### config.mk
export PLATFORM = sky130hd
export DESIGN_NAME = dstfb_top
export DESIGN_NICKNAME = d
export VERILOG_FILES = /design/src/hw/dstfb_pkg.sv /design/src/hw/dstfb_top.sv
export SDC_FILE = /design/constraint.sdc
export NUM_CORES = 1
export LEC_CHECK = 0
export ABC_AREA = 1
export BUFFER_PORTS_ARGS = -buffer_cell sky130_fd_sc_hd__buf_2
export CAP_MARGIN = 30
export CORE_AREA = 2 2 115 117
export DETAILED_ROUTE_END_ITERATION = 10
export DIE_AREA = 0 0 117 119
export HOLD_SLACK_MARGIN = 0.12
export PLACE_DENSITY_LB_ADDON = 0.15
export SLEW_MARGIN = 0
export SYNTH_ARGS = -nofsm -noshare
export SYNTH_HDL_FRONTEND = slang
export SYNTH_SLANG_ARGS = --single-unit
### constraint.sdc
create_clock -name CLOCK -period 2.2 [get_ports CLOCK]
set_input_delay 0.44 -clock CLOCK [delete_from_list [all_inputs] [get_ports CLOCK]]
set_output_delay 0.44 -clock CLOCK [all_outputs]
set_load 0.01 [all_outputs]
### src/hw/dstfb_pkg.sv
// Constants for the daylight-saving fall-back hour repeat block.
// Assumes a byte-addressed Avalon-MM slave port with 32-bit data.
package dstfb_pkg;
  // ----------------------------------------------------------------
  // Register map
  // ----------------------------------------------------------------
  localparam logic [5:0] OFS_FALL_BACK = 6'h1C;
  localparam logic [5:0] OFS_CONTROL = 6'h20;
  localparam logic [5:0] OFS_STATUS = 6'h24;
  // ----------------------------------------------------------------
  // Fall-back match fields
  // ----------------------------------------------------------------
  localparam int MER_BIT = 31;
  localparam int HOUR_LSB = 24;
  localparam int WEEK_LSB = 16;
  localparam int WDAY_LSB = 8;
  localparam logic [31:0] FB_RW_MASK = 32'hFF07_07FF;
  localparam logic [31:0] FB_RESET = 32'h0000_0000;
  localparam logic [2:0] WEEK_LAST = 3'h5;
  // ----------------------------------------------------------------
  // Control and status bits
  // ----------------------------------------------------------------
  localparam int CTL_STE = 0;
  localparam int CTL_BIN = 1;
  localparam int CTL_H12 = 2;
  localparam int CTL_HALT = 3;
  localparam int CTL_RUN = 4;
  localparam int CTL_SRST = 5;
  localparam logic [4:0] CTL_RESET = 5'h00;
  localparam int STS_ARMED = 0;
  localparam int STS_WEEK_LSB = 4;
  localparam int STS_LAST = 7;
  // ----------------------------------------------------------------
  // Calendar figures
  // ----------------------------------------------------------------
  localparam logic [7:0] DAYS_PER_WEEK = 8'h07;
  localparam logic [7:0] FEB = 8'h02;
  localparam logic [7:0] APR = 8'h04;
  localparam logic [7:0] JUN = 8'h06;
  localparam logic [7:0] SEP = 8'h09;
  localparam logic [7:0] NOV = 8'h0B;
endpackage

### src/hw/dstfb_top.sv
// Daylight-saving fall-back match register and hour-carry gate.
// Assumes the calendar counters and the hour carry come from logic on CLOCK.
// ------------------------------------------------------------------
// ------------------------------------------------------------------
module dstfb_top (
  input wire logic CLOCK,
  input wire logic RSTN,
  input wire logic [5:0] ADDRESS,
  input wire logic [3:0] BYTEENABLE,
  input wire logic READ,
  input wire logic WRITE,
  input wire logic [31:0] WRITEDATA,
  output logic [31:0] READDATA,
  output logic WAITREQUEST,
  input wire logic [7:0] HOURS,
  input wire logic [7:0] WEEKDAY,
  input wire logic [7:0] DATE,
  input wire logic [7:0] MONTH,
  input wire logic LEAP_YEAR,
  input wire logic HOUR_CARRY,
  output logic HOUR_ADVANCE,
  output logic SUMMER_TIME_ENABLE,
  output logic BINARY_FORMAT_SELECT,
  output logic HOUR_MODE_12,
  output logic UPDATE_HALT,
  output logic BLOCK_ENABLE,
  output logic BLOCK_RESET
);
  // ----------------------------------------------------------------
  // Helpers
  // ----------------------------------------------------------------
  function automatic logic [7:0] to_bin(input logic [7:0] v, input logic bin);
    logic [7:0] t;
    t = {1'b0, v[7:4], 3'b000} + {3'b000, v[7:4], 1'b0} + {4'h0, v[3:0]};
    to_bin = bin ? v : t;
  endfunction

  logic [31:0] fb_ff;
  logic [6:0] cmp_hour_ff;
  logic cmp_mer_ff;
  logic cmp_h12_ff;
  logic [7:0] cmp_month_ff;
  logic [4:0] ctl_ff;
  logic srst_ff;
  logic armed_ff;
  logic [2:0] week_ff;
  logic last_ff;
  logic wait_ff;
  logic [31:0] rdata_ff;
  logic adv_ff;
  logic req;
  logic wr_go;
  logic [31:0] be_mask;
  logic [31:0] nxt_fb;
  logic [7:0] date_bin;
  logic [7:0] month_bin;
  logic [7:0] dim;
  logic [2:0] nxt_week;
  logic nxt_last;
  logic fields_match;
  logic run;
  logic fire;
  logic [7:0] hour_wr_bin;
  logic [7:0] hour_now_bin;

  assign req = READ | WRITE;
  assign wr_go = WRITE & ~wait_ff;
  assign be_mask = {{8{BYTEENABLE[3]}}, {8{BYTEENABLE[2]}}, {8{BYTEENABLE[1]}},
                    {8{BYTEENABLE[0]}}};
  assign run = ctl_ff[dstfb_pkg::CTL_RUN] & ~ctl_ff[dstfb_pkg::CTL_HALT];

  // ----------------------------------------------------------------
  // Bus handshake
  // ----------------------------------------------------------------
  // One wait cycle: data is latched while waiting, write lands on release
  always_ff @(posedge CLOCK or negedge RSTN) begin
    if (!RSTN) begin
      wait_ff <= 1'b1;
    end else if (req && wait_ff) begin
      wait_ff <= 1'b0;
    end else begin
      wait_ff <= 1'b1;
    end
  end

  always_ff @(posedge CLOCK or negedge RSTN) begin
    if (!RSTN) begin
      rdata_ff <= 32'h0000_0000;
    end else if (READ && wait_ff) begin
      unique case (ADDRESS)
        dstfb_pkg::OFS_FALL_BACK: rdata_ff <= fb_ff & dstfb_pkg::FB_RW_MASK;
        dstfb_pkg::OFS_CONTROL: rdata_ff <= {26'h0, srst_ff, ctl_ff};
        dstfb_pkg::OFS_STATUS: rdata_ff <= {24'h0, last_ff, week_ff, 3'h0, armed_ff};
        default: rdata_ff <= 32'h0000_0000;
      endcase
    end
  end

  // ----------------------------------------------------------------
  // Fall-back register
  // ----------------------------------------------------------------
  assign nxt_fb = (fb_ff & ~be_mask) | (WRITEDATA & be_mask & dstfb_pkg::FB_RW_MASK);

  always_ff @(posedge CLOCK or negedge RSTN) begin
    if (!RSTN) begin
      fb_ff <= dstfb_pkg::FB_RESET;
    end else if (srst_ff) begin
      fb_ff <= dstfb_pkg::FB_RESET;
    end else if (wr_go && ADDRESS == dstfb_pkg::OFS_FALL_BACK) begin
      fb_ff <= nxt_fb;
    end
  end

  // Compare copies are taken per lane in the formats of write time
  always_ff @(posedge CLOCK or negedge RSTN) begin
    if (!RSTN) begin
      cmp_hour_ff <= 7'h00;
      cmp_mer_ff <= 1'b0;
      cmp_h12_ff <= 1'b0;
      cmp_month_ff <= 8'h00;
    end else if (srst_ff) begin
      cmp_hour_ff <= 7'h00;
      cmp_mer_ff <= 1'b0;
      cmp_h12_ff <= 1'b0;
      cmp_month_ff <= 8'h00;
    end else if (wr_go && ADDRESS == dstfb_pkg::OFS_FALL_BACK) begin
      if (BYTEENABLE[3]) begin
        cmp_hour_ff <= hour_wr_bin[6:0];
        cmp_mer_ff <= WRITEDATA[dstfb_pkg::MER_BIT];
        cmp_h12_ff <= ctl_ff[dstfb_pkg::CTL_H12];
      end
      if (BYTEENABLE[0]) begin
        cmp_month_ff <= to_bin(WRITEDATA[7:0], ctl_ff[dstfb_pkg::CTL_BIN]);
      end
    end
  end

  // ----------------------------------------------------------------
  // Control register and soft reset
  // ----------------------------------------------------------------
  always_ff @(posedge CLOCK or negedge RSTN) begin
    if (!RSTN) begin
      ctl_ff <= dstfb_pkg::CTL_RESET;
    end else if (srst_ff) begin
      ctl_ff <= dstfb_pkg::CTL_RESET;
    end else if (wr_go && ADDRESS == dstfb_pkg::OFS_CONTROL && BYTEENABLE[0]) begin
      ctl_ff <= WRITEDATA[4:0];
    end
  end

  // Self-clearing after the single reset cycle it causes
  always_ff @(posedge CLOCK or negedge RSTN) begin
    if (!RSTN) begin
      srst_ff <= 1'b0;
    end else if (srst_ff) begin
      srst_ff <= 1'b0;
    end else if (wr_go && ADDRESS == dstfb_pkg::OFS_CONTROL && BYTEENABLE[0]) begin
      srst_ff <= WRITEDATA[dstfb_pkg::CTL_SRST];
    end
  end

  // ----------------------------------------------------------------
  // Week of month
  // ----------------------------------------------------------------
  assign date_bin = to_bin(DATE, ctl_ff[dstfb_pkg::CTL_BIN]);
  assign month_bin = to_bin(MONTH, ctl_ff[dstfb_pkg::CTL_BIN]);
  assign hour_wr_bin = to_bin({1'b0, WRITEDATA[30:24]}, ctl_ff[dstfb_pkg::CTL_BIN]);
  assign hour_now_bin = to_bin({1'b0, HOURS[6:0]}, ctl_ff[dstfb_pkg::CTL_BIN]);

  always_comb begin
    if (month_bin == dstfb_pkg::FEB) begin
      dim = LEAP_YEAR ? 8'h1D : 8'h1C;
    end else if (month_bin == dstfb_pkg::APR || month_bin == dstfb_pkg::JUN ||
                 month_bin == dstfb_pkg::SEP || month_bin == dstfb_pkg::NOV) begin
      dim = 8'h1E;
    end else begin
      dim = 8'h1F;
    end
    if (date_bin <= dstfb_pkg::DAYS_PER_WEEK) begin
      nxt_week = 3'h1;
    end else if (date_bin <= 8'(dstfb_pkg::DAYS_PER_WEEK * 2)) begin
      nxt_week = 3'h2;
    end else if (date_bin <= 8'(dstfb_pkg::DAYS_PER_WEEK * 3)) begin
      nxt_week = 3'h3;
    end else if (date_bin <= 8'(dstfb_pkg::DAYS_PER_WEEK * 4)) begin
      nxt_week = 3'h4;
    end else begin
      nxt_week = dstfb_pkg::WEEK_LAST;
    end
    nxt_last = (9'(date_bin) + 9'(dstfb_pkg::DAYS_PER_WEEK)) > 9'(dim);
  end

  always_ff @(posedge CLOCK or negedge RSTN) begin
    if (!RSTN) begin
      week_ff <= 3'h1;
      last_ff <= 1'b0;
    end else begin
      week_ff <= nxt_week;
      last_ff <= nxt_last;
    end
  end

  // ----------------------------------------------------------------
  // Match and hour-carry gate
  // ----------------------------------------------------------------
  // Fields are compared as stored: a zero field never acts as don't-care
  always_comb begin
    fields_match = 1'b1;
    if (hour_now_bin[6:0] != cmp_hour_ff) begin
      fields_match = 1'b0;
    end
    if (cmp_h12_ff && HOURS[7] != cmp_mer_ff) begin
      fields_match = 1'b0;
    end
    if (WEEKDAY[2:0] != fb_ff[10:8]) begin
      fields_match = 1'b0;
    end
    if (month_bin != cmp_month_ff) begin
      fields_match = 1'b0;
    end
    if (fb_ff[18:16] == dstfb_pkg::WEEK_LAST) begin
      if (!last_ff) begin
        fields_match = 1'b0;
      end
    end else if (fb_ff[18:16] != week_ff) begin
      fields_match = 1'b0;
    end
  end

  assign fire = HOUR_CARRY & run & ctl_ff[dstfb_pkg::CTL_STE] & armed_ff & fields_match;

  // Disarmed for exactly the repeated hour, ended by its own carry
  always_ff @(posedge CLOCK or negedge RSTN) begin
    if (!RSTN) begin
      armed_ff <= 1'b1;
    end else if (srst_ff) begin
      armed_ff <= 1'b1;
    end else if (fire) begin
      armed_ff <= 1'b0;
    end else if (HOUR_CARRY && run) begin
      armed_ff <= 1'b1;
    end
  end

  // Gate costs one cycle of carry latency so the output is registered
  always_ff @(posedge CLOCK or negedge RSTN) begin
    if (!RSTN) begin
      adv_ff <= 1'b0;
    end else begin
      adv_ff <= HOUR_CARRY & run & ~fire;
    end
  end

  assign READDATA = rdata_ff;
  assign WAITREQUEST = wait_ff;
  assign HOUR_ADVANCE = adv_ff;
  assign SUMMER_TIME_ENABLE = ctl_ff[dstfb_pkg::CTL_STE];
  assign BINARY_FORMAT_SELECT = ctl_ff[dstfb_pkg::CTL_BIN];
  assign HOUR_MODE_12 = ctl_ff[dstfb_pkg::CTL_H12];
  assign UPDATE_HALT = ctl_ff[dstfb_pkg::CTL_HALT];
  assign BLOCK_ENABLE = ctl_ff[dstfb_pkg::CTL_RUN];
  assign BLOCK_RESET = srst_ff;
endmodule // dstfb_top

After elaboration in Yosys (flattened, before gate mapping)
Cells that the tools add are included.
Storage, ports and cells
  register bits after elaboration: 94
  input bits: 80
Operators by class
  $add $sub $neg: 11
  order comparisons: 5
  equal/unequal tests: 14
  multiplexer cells: 42
  bitwise gates (word level): 15
  reduce and logical (&&, ||, !) cells: 17
Operators with widths (number)
  one-hot mux 32 bit (3 select lines): 1
  AND 32 bit: 2
  2-to-1 mux 32 bit: 2
  2-to-1 mux 8 bit: 6
  2-to-1 mux 7 bit: 5
  NOT 32 bit: 1
  OR 32 bit: 1
  adder 7 x 5 -> 8 bit: 3
  adder 8 x 4 -> 8 bit: 3
  2-to-1 mux 1 bit: 22
  equality test 8 x 3 -> 1 bit, second input constant: 2
  equality test 8 x 4 -> 1 bit, second input constant: 2
  <= comparator 8 x 5 -> 1 bit, second input constant: 2
  adder 6 x 4 -> 7 bit: 2
  adder 7 x 4 -> 7 bit: 2
  equality test 6 bit, second input constant: 2
  2-to-1 mux 5 bit: 2
  adder 8 x 3 -> 9 bit, second input constant: 1
  > comparator 9 x 8 -> 1 bit: 1
  2-to-1 mux 3 bit: 3
  equality test 8 x 2 -> 1 bit, second input constant: 1
  <= comparator 8 x 3 -> 1 bit, second input constant: 1
  <= comparator 8 x 4 -> 1 bit, second input constant: 1
  != test 8 bit: 1
  14 further kinds: 35

Longest topological paths before layout
Gate-level depths: netlist (run 1).
  depth in word-level cells: 13
  depth in mapped cells: 19
  mapped depth without buffers: 19

Least setup slack after synthesis (run 1)
OpenSTA, ideal clock, no wires.
  kind: input to register
  start: input MONTH[3]
  end: register last_ff
  setup time: 132 ps
  data arrival time: 2956 ps
  required time: 2068 ps
  path slack: -888 ps
  stages on the path: 13
  path buffers: 0
  cell sequence: fa_1 fa_1 nand2_1 nand2_2 or3_4 nor4_2 ha_1 a21oi_1 a21oi_1 o21ai_0 nor2_1 a21oi_1 o211ai_1
Between the ends
  longest elaborated chain between the ends: 9
RTL lines
  start, declared: RTL line dstfb_top.sv:18  | input wire logic [7:0] MONTH,
  adder 8 x 4 -> 8 bit: RTL line dstfb_top.sv:34  | t = {1'b0, v[7:4], 3'b000} + {3'b000, v[7:4], 1'b0} + {4'h0, v[3:0]};
  2-to-1 mux 8 bit (*): RTL line dstfb_top.sv:35  | to_bin = bin ? v : t;
  equality test 8 x 3 -> 1 bit: RTL line dstfb_top.sv:173  | end else if (month_bin == dstfb_pkg::APR || month_bin == dstfb_pkg::JUN ||
  logical OR 1 bit (2 in a row): RTL line dstfb_top.sv:173
  logical OR 1 bit: RTL line dstfb_top.sv:174  | month_bin == dstfb_pkg::SEP || month_bin == dstfb_pkg::NOV) begin
  2-to-1 mux 1 bit: RTL line dstfb_top.sv:173
  2-to-1 mux 2 bit (*): RTL line dstfb_top.sv:171  | if (month_bin == dstfb_pkg::FEB) begin
  > comparator 9 x 8 -> 1 bit (*): RTL line dstfb_top.sv:190  | nxt_last = (9'(date_bin) + 9'(dstfb_pkg::DAYS_PER_WEEK)) > 9'(dim);
  net nxt_last: RTL line dstfb_top.sv:59  | logic nxt_last;
  end signal, assigned: RTL line dstfb_top.sv:199  | last_ff <= nxt_last;
  end, declared: RTL line dstfb_top.sv:47  | logic last_ff;
The timed path passes the listed nets; every way through them passes the cells marked *.
A chain may end at the register's enable or synchronous reset.

Worst setup path after layout (run 1)
  start: input MONTH[6]
  end: register last_ff
Between the ends
  longest elaborated chain between the ends: 10
RTL lines (RTL line)
  adder 7 x 5 -> 8 bit: dstfb_top.sv:34
  adder 8 x 4 -> 8 bit: dstfb_top.sv:34
  2-to-1 mux 8 bit (*): dstfb_top.sv:35
  equality test 8 x 3 -> 1 bit: dstfb_top.sv:173
  logical OR 1 bit (2 in a row): dstfb_top.sv:173
  logical OR 1 bit: dstfb_top.sv:174
  2-to-1 mux 1 bit: dstfb_top.sv:173
  2-to-1 mux 2 bit (*): dstfb_top.sv:171
  > comparator 9 x 8 -> 1 bit (*): dstfb_top.sv:190
  net nxt_last: dstfb_top.sv:59
Marks and branches as above.

==> results.toml, run 1 <==
[placed_design]
gp_congestion = 0.840
detailed_place_hpwl_mm = 10.7
placement.cell_area_um2 = 6090
numPortBuffers = 94

[run_status]
violations = "setup timing"
status = "finished, violations left"

[worst_setup_path]
arrival_ns = 3.09
cp-start-kind = "input port"
cp_common_cell = "a21oi_1"
crit_path_end_kind = "register"
worstPathRequired_ns = 2.42
cpLargestDelayFamily = "adder cells"
crit_type = "input port to register"
path_max_fanout = 2
slowest_stage = "fa_1"
path_cells = "buf_6 -> fa_1 -> fa_2 -> nand2_1 -> nand2_2 -> or3_4 -> nor4_2 -> ha_1 -> a21oi_2 -> a21oi_1 -> o21ai_0 -> nor2_1 -> a21oi_1 -> o211ai_1"
cpPeakStageDelay_ns = 0.59
crit_buf_inv = 1

[timing]
skew_ns = 0.00795
fin_crit_ns = 2.87
worst_slack_ns = -0.671
hold-worst-slack_ns = 0.269
finalHoldViolCount = 0
maxSlewViolCount = 0
fin_crit_sh_pct = 131
rsz0062_at_grt = "yes"
fin_tns_setup_ns = -1.17
tightest_slew_ns = 0.498
relSlewSlack_pct = 66.7
setup_viol = 3
max_freq_ghz = 0.348

[die]
core_um2 = 12900
start_util_pct = 38.9
rows = 42
die_y_um = 119
die-area_um2 = 13900
boundaryPins = 120
die_w_um = 117

[routing]
num_vias = 4812
dr_wl_met2_mm = 6.35
wl_met1_mm = 6.56
dr.pass1.iters = 4
drc = 0
top_layer = "met4"
drtIter0Drc = 268
wl_per_cell_um = 13.9
ant_nets = 0
vias_per_cell = 4.88
routed_wl_mm = 13.7
met3_length_um = 577

[power]
vdd_ir_drop_max_mv = 0.382
cellPowerDensity_nw_per_um2 = 631
p_total_mw = 4.18
p_leak_nw = 3.57

[layout]
final_util_pct = 51.4
design_area_um2 = 6620
nets = 931
regArea_um2 = 1860
num_antenna_cells = 0
drive_above_1_share_pct = 29.1
multi_input_area_um2 = 2720
fill_cells = 1254
area_growth_pct = 32.2

[logic_synthesis]
syn_inst = 644
synth-seq-cells = 74
syn_area_um2 = 5010
synth.cells.most_frequent = "nand2_1, inv_1, dfrtp_1"
yosysTopAreaCell = "dfrtp_1"
synth_cell_type_count = 46
synthArstFlopShare_pct = 100
yosysMostFrequentCell = "nand2_1"
synth_area_leaders = "dfrtp_1, nand2_1, ha_1, inv_1, o22ai_1"
synth_edf_count = 0
yosysWarnings = 0
syn_area_per_cell_um2 = 7.77
ys_seq_area_share_pct = 37.1
synth-main-ff-cell = "dfrtp_1"
synth_top_area_share_pct = 35.5

[clocking]
worstSkewPairLatency_ns = 0.34
cts_buffer_depth = 2
htree_levels = 3
cts_tree = "yes"
clock_sinks = 74
numCtsBuffers = 9
cts.clk_slew.worst_paths_ns = 0.06
root_buffer = "clkbuf_16"

[global_route]
grt_max_degree = 27
grt_usage_pct = 20.7
grt_pass1_wl_mm = 22.9
grt_antenna_before_repair = 0
gr-total-overflow = 0
grt_pass1_vias = 4746

[flow_run]
max-cap-violations = 0

[worst_hold_path]
hold_path.class = "input port to register"
-- path summary, 6_finish.rpt --
path                                         startpoint                       to  slack, ns  cells past startpoint
max in group asynchronous                          RSTN    WAITREQUEST$_DFF_PN1_       1.04                      3
worst min-delay path                              WRITE    WAITREQUEST$_DFF_PN1_       0.27                      2
worst max register to register    ctl_ff[1]$_DFFE_PN0P_        last_ff$_DFF_PN0_      -0.12                     12
min in group asynchronous                          RSTN    fb_ff[31]$_DFFE_PN0P_       0.56                      2
worst max-delay path                           MONTH[6]        last_ff$_DFF_PN0_      -0.67                     14
worst min register to register  READDATA[9]$_DFFE_PN0P_  READDATA[9]$_DFFE_PN0P_       0.47                      2
-- routing by layer --
metal	vias up	GRT usage, %
met2	121	33.6
met4	0	6.18
met3	17	3.16
li1	2422	-
met1	2252	28.5
met5	-	0
-- power breakdown --
| part | total (mW) | internal, mW | switching (mW) | leakage [nW] |
|---|---|---|---|---|
| logic | 1.04 | 0.467 | 0.576 | 2.47 |
| registers | 1.49 | 1.44 | 0.0463 | 0.933 |
| clock network | 1.65 | 1.08 | 0.564 | 0.165 |
| total | 4.18 | 2.99 | 1.19 | 3.57 |
-- area by class of cell --
cell class	instances	share of cell area, %
Clock buffer	12	4.03
Clock inverter	4	1.10
Inverter	99	5.69
Multi-Input combinational cell	454	41.0
Sequential cell	74	28.0
Tap cell	176	3.33
Timing Repair Buffer	167	16.8
-- cells in the final DEF, fill, tap and decap left out, types with 4 or more instances in the layout --
cell type / instances
a21oi_1: 16
buf_2: 89
buf_4: 63
buf_6: 11
clkbuf_16: 9
conb_1: 10
dfrtp_1: 71
fa_1: 7
ha_1: 34
inv_1: 88
inv_2: 9
nand2_1: 167
nand2_2: 14
nand3_1: 43
nand3_2: 4
nor2_1: 27
o21ai_0: 31
o22ai_1: 39
o31ai_1: 14
xnor2_1: 4
-- cells by family (layout without fill, tap and decap cells) --
| kind of cell | Yosys count | in the layout | share of synthesized area [%] |
|---|---|---|---|
| DFF | 74 | 74 | 37.1 |
| adders and majority gates | 46 | 46 | 13.0 |
| and+or+nand+nor | 273 | 273 | 23.2 |
| other | 1 | 10 | 0.0749 |
| xor gates and xnor gates | 5 | 5 | 0.875 |
| AOI/OAI and AO/OA | 120 | 120 | 14.6 |
| buffers and inverters | 125 | 282 | 11.1 |
-- registers in the layout (all words and copies together), names as in the netlist --
name and flops:
cmp_h12_ff 1, HOUR_ADVANCE 1, fb_ff 22, cmp_month_ff 8
READDATA 22, ctl_ff 5, WAITREQUEST 1, cmp_mer_ff 1
last_ff 1, BLOCK_RESET 1, cmp_hour_ff 7, week_ff 3
armed_ff 1
-- what timing repair did --
item                                    in CTS  in global routing
endpoints found under the setup margin       5                  7
pin swaps                                   11                  9
setup buffers                                9                  1
resized for setup                           21                 16
hold buffers                                 1                  0
endpoints found under the hold margin       20                  0
gates cloned                                 0                  0
-- stage by stage --
stage | setup slack [ns] | std cells
2_1_floorplan | -0.733 | 653
3_3_place_gp | -0.991 | 962
3_5_place_dp | -1.07 | 962
4_1_cts | -0.656 | 985
5_1_grt | -0.828 | 986
6_report | -0.671 | 986
Power figures use the tool's default switching activity.
==> run 2, diff against run 1 <==
--- a/config.mk
+++ b/config.mk
@@ -5,12 +5,11 @@
 export SDC_FILE = /design/constraint.sdc
 export NUM_CORES = 1
 export LEC_CHECK = 0
-export ABC_AREA = 1
 export BUFFER_PORTS_ARGS = -buffer_cell sky130_fd_sc_hd__buf_2
 export CAP_MARGIN = 30
-export CORE_AREA = 2 2 115 117
+export CORE_AREA = 2 2 113 115
 export DETAILED_ROUTE_END_ITERATION = 10
-export DIE_AREA = 0 0 117 119
+export DIE_AREA = 0 0 115 117
 export HOLD_SLACK_MARGIN = 0.12
 export PLACE_DENSITY_LB_ADDON = 0.15
 export SLEW_MARGIN = 0
==> run 2 against run 1 <==
Effect of this change: the flow still finishes with violations (setup timing); synthesized cell count decreased by 24%; wire length decreased by 11%; maximum frequency decreased by 4.6%; hold slack got worse by 0.15 ns; sequential share of layout area grew 0.70 points; final cell count fell by 18%; via count shrank 14%; critical path depth fell by 2; first-iteration DRC count grew 2.6%; combinational power is 7% higher.
==> results.toml, run 2 <==
[timing]
fin_crit_sh_pct = 137
relSlewSlack_pct = 67.1
setup_viol = 6
skew_ns = 0.0100
tightest_slew_ns = 0.480
maxSlewViolCount = 0
fin_crit_ns = 3.01
worst_slack_ns = -0.809
rsz0062_at_grt = "yes"
fin_tns_setup_ns = -2.39
max_freq_ghz = 0.332
finalHoldViolCount = 0

[routing]
vias_per_cell = 5.11
routed_wl_mm = 12.2
dr.pass1.iters = 4
wl_per_cell_um = 15.1
drc = 0
drtIter0Drc = 275
num_vias = 4121
wl_met1_mm = 5.57
dr_wl_met2_mm = 6.01
met3_length_um = 502
ant_nets = 0
top_layer = "met4"

[clocking]
htree_levels = 3
clock_sinks = 74
worstSkewPairLatency_ns = 0.33
cts_tree = "yes"
cts.clk_slew.worst_paths_ns = 0.06
cts_buffer_depth = 2
numCtsBuffers = 9
root_buffer = "clkbuf_16"
cts_hold_buf = 0

[layout]
final_common_cell = "buf_2"
fin_cells = 806
drive_above_1_share_pct = 35.7
area_growth_pct = 34.4
nets = 777
design_area_um2 = 6460
layout_common_cells = "buf_2, buf_4, dfrtp_1"
num_antenna_cells = 0

[run_status]
violations = "setup timing"
status = "finished, violations left"

[placed_design]
detailed_place_hpwl_mm = 9.68
gp_congestion = 0.835
numPortBuffers = 94
dp.cells = 784
placement.cell_area_um2 = 5950

[logic_synthesis]
syn_area_per_cell_um2 = 9.87
synth_area_leaders = "dfrtp_1, ha_1, nand2_1, mux2i_1, fa_1"
synthArstFlopShare_pct = 100
yosysWarnings = 0
synth-main-ff-cell = "dfrtp_1"
yosysTopAreaCell = "dfrtp_1"
syn_inst = 487
syn_area_um2 = 4810
yosysMostFrequentCell = "dfrtp_1"
synth_edf_count = 0
synth_cell_type_count = 59
synth_top_area_share_pct = 37.0
synth.cells.most_frequent = "dfrtp_1, nand2_1, o21ai_0"
synth-seq-cells = 74
ys_seq_area_share_pct = 38.6

[worst_hold_path]
hold_path.class = "input port to async pin"

[worst_setup_path]
worstPathRequired_ns = 2.44
path_max_fanout = 2
cp-start-kind = "input port"
arrival_ns = 3.25
crit_type = "input port to register"
crit_path_end_kind = "register"

[flow_run]
max-cap-violations = 0

[global_route]
grt_max_degree = 75
grt_pass1_vias = 4011
grt_antenna_before_repair = 0
grt_pass1_wl_mm = 19.4
grt_usage_pct = 18.4
gr-total-overflow = 0

[die]
start_util_pct = 39.0
core_um2 = 12300
die_y_um = 117
rows = 41
die-area_um2 = 13500
die_w_um = 115
boundaryPins = 120

[power]
vdd_ir_drop_max_mv = 0.353
p_leak_nw = 3.09
cellPowerDensity_nw_per_um2 = 644
[run 2: cell count changes after synthesis, moves of 6 or more]
cell / delta
a21oi_1: +8
o21ai_0: +9
nand2_1: -108
nand2_2: -6
nand3_1: -32
xor2_1: +7
o31ai_1: -14
a22oi_1: +7
mux2i_1: +21
a22o_1: +18
xnor2_1: +18
inv_1: -79
o22ai_1: -41
[run 2: area by class of cell]
| type | instances | area [um^2] |
|---|---|---|
| fill | 1129 | 5850 |
| sequential | 74 | 1860 |
| inverter | 13 | 48.8 |
| tap | 150 | 188 |
| timing repair buffer | 174 | 1130 |
| clock buffer | 12 | 246 |
| multi-input combinational | 379 | 2910 |
| clock inverter | 4 | 75.1 |
[run 2: final timing paths]
| kind | from | to | slack [ns] | cells past startpoint |
|---|---|---|---|---|
| worst max-delay path | MONTH[2] | last_ff$_DFF_PN0_ | -0.81 | 12 |
| worst min-delay path | RSTN | READDATA[26]$_DFFE_PN0P_ | 0.11 | 2 |
| worst max register to register | ctl_ff[1]$_DFFE_PN0P_ | last_ff$_DFF_PN0_ | -0.37 | 8 |
| worst min register to register | READDATA[16]$_DFFE_PN0P_ | READDATA[16]$_DFFE_PN0P_ | 0.47 | 2 |
| max in group asynchronous | RSTN | WAITREQUEST$_DFF_PN1_ | 1.71 | 2 |
| min in group CLOCK | WRITE | WAITREQUEST$_DFF_PN1_ | 0.25 | 2 |
[run 2: logic make-up after synthesis]
family | count (synthesis) | synth area share [%]
buf+inv | 43 | 4.79
mux | 26 | 5.54
simple gates | 145 | 14.9
compound gates | 122 | 17.1
other cells | 1 | 0.0780
fa+ha+maj | 46 | 13.5
flops | 74 | 38.6
xor+xnor | 30 | 5.47
[run 2: what timing repair did]
action / 4_1_cts / 5_1_grt
hold endpoints to repair: 0 / 0
pin swaps: 15 / 8
gates resized for setup: 22 / 9
endpoints found under the setup margin: 6 / 7
setup buffers: 4 / 5
[run 2: routing by layer]
metal | vias to the layer above | GRT usage [%]
met5 | - | 0
met4 | 0 | 3.53
li1 | 2057 | -
met1 | 1969 | 24.5
met2 | 87 | 31.8
met3 | 8 | 3.30
[run 2: where the power goes]
group / internal (mW) / total [mW] / switching, mW
combinational: 0.562 / 1.11 / 0.548
clock: 1.02 / 1.56 / 0.538
sequential: 1.43 / 1.49 / 0.0592
[run 2: critical path, cell delays in order]
cell	delay (ns)
buf_2	0.11
ha_1	0.29
ha_2	0.20
fa_2	0.42
xnor2_2	0.15
nor2_1	0.07
a21oi_2	0.12
or4b_4	0.50
nor4_4	0.22
ha_1	0.28
a2111o_1	0.36
o211ai_1	0.08
[run 2: per-stage QoR]
step	util (%)	worst slack (ns)	power, mW	hold WS, ns
global placement	48.3	-1.15	2.51	0.455
detailed placement	48.3	-1.28	2.53	0.465
floorplan	-	-0.963	2.09	0.144
global route	52.5	-0.939	4.38	0.163
CTS	51.9	-0.877	4.17	0.154
finish	52.5	-0.809	4.16	0.114
